### config.mk
export PLATFORM = sky130hd
export DESIGN_NAME = wsc_interp
export DESIGN_NICKNAME = d
export VERILOG_FILES = /design/src/design/wsc_interp.v
export VERILOG_INCLUDE_DIRS = /design/src /design/src/design
export SDC_FILE = /design/constraint.sdc
export NUM_CORES = 2
export LEC_CHECK = 0
export BUFFER_PORTS_ARGS = -buffer_cell sky130_fd_sc_hd__clkbuf_2
export CAP_MARGIN = 20
export CORE_UTILIZATION = 35
export DETAILED_ROUTE_END_ITERATION = 8
export GPL_TIMING_DRIVEN = 1
export PLACE_DENSITY_LB_ADDON = 0.25
export SLEW_MARGIN = 5
export SYNTH_ARGS = -nofsm -noshare
export SYNTH_HDL_FRONTEND = slang
export SYNTH_SLANG_ARGS = --single-unit
### constraint.sdc
create_clock -name clk -period 6.1 [get_ports clk]
set_input_delay 0.305 -clock clk [delete_from_list [all_inputs] [get_ports clk]]
set_output_delay 0.305 -clock clk [all_outputs]
set_load 0.005 [all_outputs]
### src/design/wsc_consts.vh
// Constants for the weigher stream and set-up command interpreter
`ifndef WSC_CONSTS_VH
`define WSC_CONSTS_VH
// APB byte offsets
`define WSC_A_CMD 8'h00
`define WSC_A_PARAM 8'h04
`define WSC_A_PASS 8'h08
`define WSC_A_RESP 8'h0c
`define WSC_A_RVAL 8'h10
`define WSC_A_CODE 8'h14
`define WSC_A_LINK 8'h18
`define WSC_A_RATE 8'h1c
// Command register fields
`define WSC_CODE_MSB 4
`define WSC_HASP_BIT 8
// Command codes
`define WSC_C_SGROSS 5'h01
`define WSC_C_SNET 5'h02
`define WSC_C_SLONG 5'h03
`define WSC_C_NODE 5'h04
`define WSC_C_RATE 5'h05
`define WSC_C_DUPLEX 5'h06
`define WSC_C_SAVE 5'h07
`define WSC_C_SERIAL 5'h08
`define WSC_C_UNLOCK 5'h09
`define WSC_C_COMMIT 5'h0a
`define WSC_C_CZERO 5'h0b
`define WSC_C_CGAIN 5'h0c
`define WSC_C_UPPER 5'h0d
`define WSC_C_LOWER 5'h0e
`define WSC_C_STEP 5'h0f
`define WSC_C_POINT 5'h10
`define WSC_C_ZTBAND 5'h11
`define WSC_C_ZTRANGE 5'h12
`define WSC_C_DEFAULTS 5'h13
`define WSC_C_FTYPE 5'h14
`define WSC_C_FLEVEL 5'h15
`define WSC_C_URATE 5'h16
`define WSC_C_MRANGE 5'h17
`define WSC_C_MTIME 5'h18
`define WSC_C_SELECT 5'h19
// Response codes
`define WSC_R_NONE 2'h0
`define WSC_R_OK 2'h1
`define WSC_R_ERR 2'h2
`define WSC_R_VAL 2'h3
// Nonvolatile write kinds
`define WSC_NV_IND 2'h1
`define WSC_NV_CAL 2'h2
`define WSC_NV_SER 2'h3
// Reset and limit values
`define WSC_RATE_DEF 32'h0001c200
`define WSC_NODE_MAX 32'h000000ff
`define WSC_SERIAL_MAX 32'h05f5e0ff
`define WSC_FLEVEL_MAX 32'h00000008
`define WSC_URATE_MAX 32'h00000007
`define WSC_BIN_MAX 32'h00000001
// String layout
`define WSC_SUM_LEN 5'd17
`define WSC_LONG_CR 5'd19
`define WSC_CR 8'h0d
`endif

### src/design/wsc_interp.v
// Weigher stream, communication set-up and calibration command interpreter
`timescale 1ns/10ps
`include "wsc_consts.vh"
module wsc_interp #(
	parameter SERIAL_PASSWORD = 32'h00050992
) (
	input wire clk,
	input wire rst_b,
	input wire psel,
	input wire penable,
	input wire pwrite,
	input wire [7:0] paddr,
	input wire [31:0] pwdata,
	output reg [31:0] prdata,
	output reg pready,
	output reg pslverr,
	input wire grossNeg,
	input wire [23:0] grossBcd,
	input wire netNeg,
	input wire [23:0] netBcd,
	input wire sigStable,
	input wire zeroDone,
	input wire tareActive,
	input wire [31:0] rawSample,
	input wire [7:0] nvmNode,
	input wire [31:0] nvmRate,
	input wire [15:0] nvmCode,
	output reg [7:0] txData,
	output reg txValid,
	input wire txReady,
	output reg [7:0] nodeAddr,
	output reg [31:0] lineRate,
	output reg duplexFull,
	output reg nvmWrite,
	output reg [1:0] nvmKind
);
	localparam M_IDLE = 4'b0001;
	localparam M_GROSS = 4'b0010;
	localparam M_NET = 4'b0100;
	localparam M_LONG = 4'b1000;

	// ==========================================================
	// APB slave
	wire acc = psel & penable & pready;
	wire wrAcc = acc & pwrite;
	wire [4:0] cmdCode = pwdata[`WSC_CODE_MSB:0];
	wire cmdHasP = pwdata[`WSC_HASP_BIT];
	reg selected_q;
	wire cmdStb = wrAcc & (paddr == `WSC_A_CMD) & ~pslverr &
		(selected_q | cmdCode == `WSC_C_SELECT);
	reg [31:0] param_q;
	reg [31:0] pass_q;
	reg [8:0] lastCmd_q;
	reg [1:0] respCode_q;
	reg [31:0] respVal_q;
	reg [15:0] code_q;
	reg unlocked_q;
	reg [3:0] mode_q;
	reg [31:0] mem [0:31];
	reg [31:0] rdMux;
	reg mapped;

	always @* begin
		mapped = 1'b1;
		rdMux = 32'h00000000;
		case (paddr)
		`WSC_A_CMD: rdMux = {23'h000000, lastCmd_q};
		`WSC_A_PARAM: rdMux = param_q;
		`WSC_A_PASS: rdMux = pass_q;
		`WSC_A_RESP: rdMux = {21'h000000, mode_q, selected_q,
			4'h0, respCode_q};
		`WSC_A_RVAL: rdMux = respVal_q;
		`WSC_A_CODE: rdMux = {15'h0000, unlocked_q, code_q};
		`WSC_A_LINK: rdMux = {15'h0000, duplexFull,
			mem[`WSC_C_NODE][7:0], nodeAddr};
		`WSC_A_RATE: rdMux = lineRate;
		default: mapped = 1'b0;
		endcase
	end

	// Zero-wait slave: pready rises in the access phase of every transfer
	always @(posedge clk or negedge rst_b) begin
		if (!rst_b) begin
			pready <= 1'b0;
			pslverr <= 1'b0;
			prdata <= 32'h00000000;
			param_q <= 32'h00000000;
			pass_q <= 32'h00000000;
		end else begin
			pready <= psel & ~penable;
			pslverr <= psel & ~penable & ~mapped;
			if (psel & ~penable)
				prdata <= mapped ? rdMux : 32'h00000000;
			if (wrAcc & paddr == `WSC_A_PARAM)
				param_q <= pwdata;
			if (wrAcc & paddr == `WSC_A_PASS)
				pass_q <= pwdata;
		end
	end

	// ==========================================================
	// Command interpreter
	function isCalParam;
		input [4:0] c;
		begin
			isCalParam = (c == `WSC_C_UPPER) | (c == `WSC_C_LOWER) |
				(c == `WSC_C_STEP) | (c == `WSC_C_POINT) |
				(c == `WSC_C_ZTBAND) | (c == `WSC_C_ZTRANGE) |
				(c == `WSC_C_CGAIN);
		end
	endfunction

	function [31:0] limitOf;
		input [4:0] c;
		begin
			case (c)
			`WSC_C_NODE: limitOf = `WSC_NODE_MAX;
			`WSC_C_DUPLEX: limitOf = `WSC_BIN_MAX;
			`WSC_C_FTYPE: limitOf = `WSC_BIN_MAX;
			`WSC_C_FLEVEL: limitOf = `WSC_FLEVEL_MAX;
			`WSC_C_URATE: limitOf = `WSC_URATE_MAX;
			default: limitOf = 32'hffffffff;
			endcase
		end
	endfunction

	wire isInd = (cmdCode == `WSC_C_NODE) | (cmdCode == `WSC_C_RATE) |
		(cmdCode == `WSC_C_DUPLEX) | (cmdCode >= `WSC_C_FTYPE &
		cmdCode <= `WSC_C_MTIME);
	wire protAct = (cmdHasP & isCalParam(cmdCode)) |
		(cmdCode == `WSC_C_CZERO) | (cmdCode == `WSC_C_COMMIT) |
		(cmdCode == `WSC_C_DEFAULTS);
	reg loaded_q;
	integer i;

	always @(posedge clk or negedge rst_b) begin
		if (!rst_b) begin
			for (i = 0; i < 32; i = i + 1)
				mem[i] <= 32'h00000000;
			mem[`WSC_C_RATE] <= `WSC_RATE_DEF;
			loaded_q <= 1'b0;
			nodeAddr <= 8'h00;
			lineRate <= `WSC_RATE_DEF;
			duplexFull <= 1'b0;
			code_q <= 16'h0000;
			unlocked_q <= 1'b0;
			selected_q <= 1'b1;
			mode_q <= M_IDLE;
			respCode_q <= `WSC_R_NONE;
			respVal_q <= 32'h00000000;
			lastCmd_q <= 9'h000;
			nvmWrite <= 1'b0;
			nvmKind <= 2'h0;
		end else begin
			nvmWrite <= 1'b0;
			duplexFull <= mem[`WSC_C_DUPLEX][0];
			if (!loaded_q) begin
				// Saved link settings act only here, on the first cycle after each reset
				loaded_q <= 1'b1;
				nodeAddr <= nvmNode;
				lineRate <= nvmRate;
				mem[`WSC_C_NODE] <= {24'h000000, nvmNode};
				mem[`WSC_C_RATE] <= nvmRate;
				code_q <= nvmCode;
				selected_q <= (nvmNode == 8'h00);
			end else if (cmdStb) begin
				lastCmd_q <= {cmdHasP, 3'h0, cmdCode};
				unlocked_q <= 1'b0;
				mode_q <= M_IDLE;
				respCode_q <= `WSC_R_OK;
				respVal_q <= 32'h00000000;
				if (protAct && !unlocked_q) begin
					respCode_q <= `WSC_R_ERR;
				end else if (isInd | isCalParam(cmdCode)) begin
					if (!cmdHasP) begin
						respCode_q <= `WSC_R_VAL;
						respVal_q <= mem[cmdCode];
					end else if (param_q > limitOf(cmdCode)) begin
						respCode_q <= `WSC_R_ERR;
					end else if (cmdCode == `WSC_C_RATE &&
						param_q == 32'h00000000) begin
						respCode_q <= `WSC_R_ERR;
					end else begin
						mem[cmdCode] <= param_q;
					end
				end else begin
					case (cmdCode)
					`WSC_C_SGROSS: mode_q <= M_GROSS;
					`WSC_C_SNET: mode_q <= M_NET;
					`WSC_C_SLONG: mode_q <= M_LONG;
					`WSC_C_SELECT: begin
						// Address zero never drops selection
						selected_q <= nodeAddr == 8'h00 ||
							param_q == {24'h000000, nodeAddr};
						if (nodeAddr != 8'h00 &&
							param_q != {24'h000000, nodeAddr})
							respCode_q <= `WSC_R_NONE;
					end
					`WSC_C_SAVE: begin
						nvmWrite <= 1'b1;
						nvmKind <= `WSC_NV_IND;
					end
					`WSC_C_SERIAL: begin
						if (!cmdHasP) begin
							respCode_q <= `WSC_R_VAL;
							respVal_q <= mem[`WSC_C_SERIAL];
						end else if (pass_q != SERIAL_PASSWORD ||
							param_q > `WSC_SERIAL_MAX) begin
							respCode_q <= `WSC_R_ERR;
						end else begin
							mem[`WSC_C_SERIAL] <= param_q;
							nvmWrite <= 1'b1;
							nvmKind <= `WSC_NV_SER;
						end
					end
					`WSC_C_UNLOCK: begin
						if (!cmdHasP) begin
							respCode_q <= `WSC_R_VAL;
							respVal_q <= {16'h0000, code_q};
						end else if (param_q == {16'h0000, code_q}) begin
							unlocked_q <= 1'b1;
						end else begin
							respCode_q <= `WSC_R_ERR;
						end
					end
					`WSC_C_COMMIT: begin
						nvmWrite <= 1'b1;
						nvmKind <= `WSC_NV_CAL;
						code_q <= code_q + 16'h0001;
					end
					`WSC_C_CZERO:
						mem[`WSC_C_CZERO] <= rawSample;
					`WSC_C_DEFAULTS: begin
						// Serial number is identity, not a setting
						for (i = 0; i < 32; i = i + 1)
							if (i != `WSC_C_SERIAL)
								mem[i] <= 32'h00000000;
						mem[`WSC_C_RATE] <= `WSC_RATE_DEF;
					end
					default: respCode_q <= `WSC_R_ERR;
					endcase
				end
			end
		end
	end

	// ==========================================================
	// Stream string generator
	reg [4:0] idx_q;
	reg [7:0] sum_q;
	reg snapNeg_q;
	reg [23:0] snapDig_q;
	reg snapNeg2_q;
	reg [23:0] snapDig2_q;
	reg [2:0] snapStat_q;
	reg [7:0] ch;
	reg last;
	reg [2:0] pt;
	reg [2:0] dk;
	wire [7:0] ckByte = ~sum_q;

	function [7:0] digCh;
		input [23:0] b;
		input [2:0] k;
		begin
			digCh = {4'h3, b[(3'd5 - k) * 4 +: 4]};
		end
	endfunction

	function [7:0] hexCh;
		input [3:0] n;
		begin
			hexCh = (n < 4'ha) ? {4'h3, n} : (8'h37 + {4'h0, n});
		end
	endfunction

	// Sign and digits come from the snapshot taken on the first character,
	// so a string never mixes two weight samples.
	always @* begin
		ch = `WSC_CR;
		last = 1'b0;
		dk = 3'h0;
		pt = (mem[`WSC_C_POINT] > 32'h00000005) ? 3'h0 :
			mem[`WSC_C_POINT][2:0];
		if (mode_q == M_LONG) begin
			case (idx_q)
			5'd0: ch = 8'h57;
			5'd1: ch = snapNeg_q ? 8'h2d : 8'h2b;
			5'd8: ch = snapNeg2_q ? 8'h2d : 8'h2b;
			5'd15: ch = 8'h30;
			5'd16: ch = {5'h06, snapStat_q};
			5'd17: ch = hexCh(ckByte[7:4]);
			5'd18: ch = hexCh(ckByte[3:0]);
			5'd19: last = 1'b1;
			default: begin
				if (idx_q < 5'd8) begin
					dk = idx_q[2:0] - 3'd2;
					ch = digCh(snapDig_q, dk);
				end else begin
					dk = idx_q[2:0] - 3'd1;
					ch = digCh(snapDig2_q, dk);
				end
			end
			endcase
		end else begin
			if (idx_q == 5'd0)
				ch = (mode_q == M_NET) ? 8'h4e : 8'h47;
			else if (idx_q == 5'd1)
				ch = snapNeg_q ? 8'h2d : 8'h2b;
			else if (idx_q == 5'd8 + {4'h0, pt != 3'h0})
				last = 1'b1;
			else if (pt != 3'h0 && idx_q == 5'd8 - {2'h0, pt})
				ch = 8'h2e;
			else begin
				dk = idx_q[2:0] - 3'd2;
				if (pt != 3'h0 && idx_q > 5'd8 - {2'h0, pt})
					dk = dk - 3'd1;
				ch = digCh(snapDig_q, dk);
			end
		end
	end

	always @(posedge clk or negedge rst_b) begin
		if (!rst_b) begin
			txData <= 8'h00;
			txValid <= 1'b0;
			idx_q <= 5'd0;
			sum_q <= 8'h00;
			snapNeg_q <= 1'b0;
			snapDig_q <= 24'h000000;
			snapNeg2_q <= 1'b0;
			snapDig2_q <= 24'h000000;
			snapStat_q <= 3'h0;
		end else begin
			if (txValid & txReady)
				txValid <= 1'b0;
			if (cmdStb) begin
				idx_q <= 5'd0;
			end else if (mode_q != M_IDLE && (!txValid || txReady)) begin
				txData <= ch;
				txValid <= 1'b1;
				idx_q <= last ? 5'd0 : idx_q + 5'd1;
				if (idx_q == 5'd0) begin
					sum_q <= ch;
					snapNeg_q <= (mode_q == M_GROSS) ? grossNeg : netNeg;
					snapDig_q <= (mode_q == M_GROSS) ? grossBcd : netBcd;
					snapNeg2_q <= grossNeg;
					snapDig2_q <= grossBcd;
					snapStat_q <= {tareActive, zeroDone, sigStable};
				end else if (idx_q < `WSC_SUM_LEN) begin
					sum_q <= sum_q + ch;
				end
			end
		end
	end
endmodule // wsc_interp

==> metrics.md <==
| Metric | Value |
|---|---|
| P per Cell Area | `313 nW/um^2` |
| Placeable core area | `168000 um^2` |
| Ratio of cells with drive above 1 in the final layout | `22.5%` |
| Commonest cells in the synthesized netlist | `sky130_fd_sc_hd__dfrtp_1, sky130_fd_sc_hd__nor2b_1, sky130_fd_sc_hd__nand2_1` |
| Clock root buffer | `sky130_fd_sc_hd__clkbuf_16` |
| Pin count of the biggest net entering global routing | `180` |
| Most repeated cell in the gate-level netlist after synthesis | `sky130_fd_sc_hd__dfrtp_1` |
| Layout Area Growth over Synthesis | `18.8%` |
| Final count of pins violating max slew | `0` |
| Cell types occupying the most area after synthesis | `sky130_fd_sc_hd__dfrtp_1, sky130_fd_sc_hd__mux4_2, sky130_fd_sc_hd__nor2b_1` |
| Number of warnings reported in the yosys synthesis log | `0` |
| Starting DRC count in detailed routing | `4569` |
| Net switching power figure | `6.15 mW` |
| Cell leakage power | `roughly 32 nW` |
| Clock-pin slew reported for the worst setup and hold paths after clock tree synthesis | `0.07 ns` |
| Number of global-route vias before repair | `44235` |
| Count of flip-flops with a built-in enable after synthesis | `0` |
| Initial antenna violation count | `11` |
| Detailed-route vias per instance | `5.75` |
| Netlist area before placement | `59400 um^2` |
| Die Area | `171000 um^2` |
| Number of buffers inserted by port buffering | `272` |
| Wire length of the first global-routing pass | `between 300000 and 400000 um` |
| H-Tree Depth | `4` |
| Final hold slack | `0.0847 ns` |
| Data required time at the worst endpoint | `approximately 7 ns` |
| Global routing usage summed across all routing layers | `between 20% and 30%` |
| Initial core utilization | `35.4%` |
| Placed wire-length estimate | `136000 um` |
| Area share of the largest cell type after synthesis | `54.5%` |
| Arrival time of data at the critical path endpoint | `6.49 ns` |
| CP Launch Point | `mem[491]` |
| Clock latency of the later-clocked register in the worst-skew pair | `approximately 0.8 ns` |
| Total count of hold-check failures in the final report | `0` |
| Clock network fraction of total power | `approximately two fifths` |
| Part of the power in combinational logic | `16.8%` |
| Routed vias | `43627` |
| Number of I/O pins | `274` |
| Portion of the clock cycle consumed by the worst path in the final layout | `94.8%` |
| Relative contribution of sequential cells to total power | `42.6%` |
| Number of endpoints failing setup at the final stage | `0` |
| Result of the run | `complete, no violations` |
| Post-route DRC | `0` |
| Setup crit end kind | `flop` |
| Worst stage delay on the critical path | `0.42 ns` |
| Detailed Routing Iterations Pass 1 | `8` |
| Vertical extent of the die | `414 um` |
| Setup TNS after final layout | `0 ns` |
| Max-slew headroom at the worst pin | `about a quarter` |
| Top FF cell, synth | `sky130_fd_sc_hd__dfrtp_1` |
| DIE WIDTH | `414 um` |
| Critical-path maximum fanout | `6` |
| Final weighted congestion in routability-driven placement | `0.919` |
| Start of the worst register-to-register path | `mem[491]` |
| Number of buffers on the longest clock path | `3` |
| Gate count after technology mapping | `4884` |
| Worst Path Class, Setup | `reg2reg` |
| Most repeated library cell on the critical path | `sky130_fd_sc_hd__a21o_1` |
| Row cnt | `150` |
| Largest area contributor in the synthesized netlist | `sky130_fd_sc_hd__dfrtp_1` |
| Hold crit path type | `in2reg` |
| Tightest Pin Transition | `1.12 ns` |
| TritonCTS clock tree | `done` |
| Unique cell type count in the Yosys netlist | `80` |
| Total nets after synthesis | `5132` |
| Mean instance size in the synthesized netlist | `12.2 um^2` |
| Layout Nets | `around 5500` |
| Remaining global-route overflow | `0` |
| Max VDD drop | `306 uV` |
| Part of the Yosys area used for sequential elements | `54.9%` |
| Seq cells post-synth | `1303` |
| Average routed wire per standard cell | `27.7 um` |
| Total of max-cap violations | `0` |
| Crit-path slowest cell | `sky130_fd_sc_hd__ha_2` |
| Post-layout min period | `5.78 ns` |
| Total wire length | `211000 um` |
| Antenna Violating Nets Remaining | `0` |
| Internal power | `roughly 16 mW` |
| Number of buffers added by the clock tree synthesis step | `139` |
| Clock Skew | `0.0317 ns` |
| Switching part of the total power | `27.8%` |
| Total number of clock tree sinks | `1303` |
| Critical hold path startpoint | `nvmNode[6]` |
| Peak Freq | `173 MHz` |
| Crit start category | `flop` |
| Share of async-settable or async-resettable flops after synthesis | `100%` |
| Setup repair after global routing missed its margin | `false` |
## state kept, by name (all words and copies together) (netlist names), 4 cells and up
| signal | cells |
|---|---|
| prdata | 32 |
| idx_q | 5 |
| respVal_q | 32 |
| snapDig_q | 24 |
| txData | 7 |
| param_q | 32 |
| code_q | 16 |
| pass_q | 32 |
| mode_q | 4 |
| snapDig2_q | 24 |
| lineRate | 32 |
| mem | 1024 |
| lastCmd_q | 6 |
| nodeAddr | 8 |
| sum_q | 8 |
## area by class of cell
| type | count | area (um^2) |
|---|---|---|
| multi-input cells | 3054 | 25000 |
| clock inverters | 50 | 659 |
| well taps | 2204 | 2760 |
| diodes | 7 | 17.5 |
| clock buffers | 202 | 4120 |
| flip-flops and latches | 1303 | 32600 |
| inverters | 120 | 450 |
| repair buffers | 651 | 4890 |
| fillers | 15568 | 97300 |
## power by group through the flow
stage / registers, mW / clock network, mW / logic, mW
floorplan: 9.34 / 0 / 2.18
global placement: 9.54 / 0 / 3.47
detailed placement: 9.54 / 0 / 3.49
CTS: 9.39 / 9.09 / 3.60
global route: 9.43 / 9.42 / 4.08
finish: 9.40 / 8.96 / 3.71
## logic make-up (layout without fill, tap and decap cells)
kind of cell	after synthesis	after routing	share of synthesized area [%]
simple gates	1297	1297	11.5
mux	512	512	14.6
other cells	2	9	0.0126
fa+ha+maj	62	62	1.31
flops	1303	1303	54.9
buf+inv	527	1023	3.47
xor+xnor	49	49	0.723
compound gates	1132	1132	13.4
## worst max-delay path, delay by kind of cell (launching register included)
| kind | cells | cell delay [ns] |
|---|---|---|
| flops | 1 | 0.40 |
| mux | 1 | 0.15 |
| compound gates | 11 | 1.83 |
| buf+inv | 5 | 0.57 |
| simple gates | 6 | 0.98 |
| xor+xnor | 1 | 0.12 |
| fa+ha+maj | 6 | 1.65 |
## path summary, 6_finish.rpt
path                                     to  cells past startpoint  slack, ns
max in group asynchronous           mem[91]                      3       4.21
min in group asynchronous       lineRate[2]                      2       0.13
worst min register to register   duplexFull                      0       0.46
worst min-delay path            nodeAddr[6]                      3       0.08
worst max-delay path               sum_q[6]                     30       0.32
worst max register to register     sum_q[6]                     30       0.32
## placed cells by master (no fill, tap or decap), types with 18 or more instances in the layout
cell type | synthesis | final
sky130_fd_sc_hd__nor3_1 | 26 | 23
sky130_fd_sc_hd__a21oi_1 | 140 | 132
sky130_fd_sc_hd__a21o_1 | 21 | 21
sky130_fd_sc_hd__nand4_1 | 65 | 65
sky130_fd_sc_hd__o21a_1 | 30 | 30
sky130_fd_sc_hd__dlygate4sd3_1 | 0 | 179
sky130_fd_sc_hd__a22o_1 | 155 | 155
sky130_fd_sc_hd__nor2b_1 | 504 | 503
sky130_fd_sc_hd__nand3_1 | 46 | 45
sky130_fd_sc_hd__mux2_2 | 171 | 171
sky130_fd_sc_hd__o22ai_1 | 18 | 18
sky130_fd_sc_hd__clkinv_2 | 0 | 23
sky130_fd_sc_hd__buf_4 | 2 | 183
sky130_fd_sc_hd__clkbuf_2 | 0 | 269
sky130_fd_sc_hd__xnor2_1 | 34 | 34
sky130_fd_sc_hd__nor2_1 | 146 | 141
sky130_fd_sc_hd__dfrtp_1 | 1293 | 1291
sky130_fd_sc_hd__clkbuf_16 | 0 | 143
sky130_fd_sc_hd__nand2_1 | 384 | 383
sky130_fd_sc_hd__clkbuf_8 | 0 | 32
sky130_fd_sc_hd__a22oi_1 | 188 | 188
sky130_fd_sc_hd__ha_1 | 60 | 57
sky130_fd_sc_hd__clkbuf_1 | 317 | 27
sky130_fd_sc_hd__mux2i_1 | 75 | 75
sky130_fd_sc_hd__o2bb2ai_1 | 193 | 192
sky130_fd_sc_hd__inv_1 | 116 | 115
sky130_fd_sc_hd__and3_1 | 23 | 22
sky130_fd_sc_hd__a31oi_1 | 31 | 31
sky130_fd_sc_hd__o21ai_0 | 259 | 253
sky130_fd_sc_hd__mux4_2 | 266 | 266
sky130_fd_sc_hd__nor4_1 | 29 | 25
## metrics by stage
step                cell area (um^2)  utilization [%]  std cells  setup WS [ns]  total power [mW]
floorplan                      59400                -       4884         0.0974              11.5
global placement               63800             38.0       7152         0.0865              13.0
detailed placement             63800             38.0       7152        -0.0291              13.0
CTS                            70400             42.0       7583         0.0189              22.1
global route                   70500             42.0       7589         0.0102              22.9
finish                         70500             42.0       7591          0.317              22.1
## metal layers
layer  vias up  GRT usage, %  share of wire, %
li1      18579             -                 -
met5         -             0             0.015
met4         4          10.7               4.6
met1     22650          34.1                43
met3       437          5.04               7.9
met2      1957          37.1                45
## timing repair
action                                  in CTS  in global routing
hold buffers                               179                  0
endpoints found under the setup margin       1                  5
gates resized for setup                      1                 28
hold endpoints to repair                   348                  0
cloned                                       0                  0
pin swaps                                    0                 12
buffers inserted                             0                  1
No activity file was read; power rests on OpenSTA's default activity.
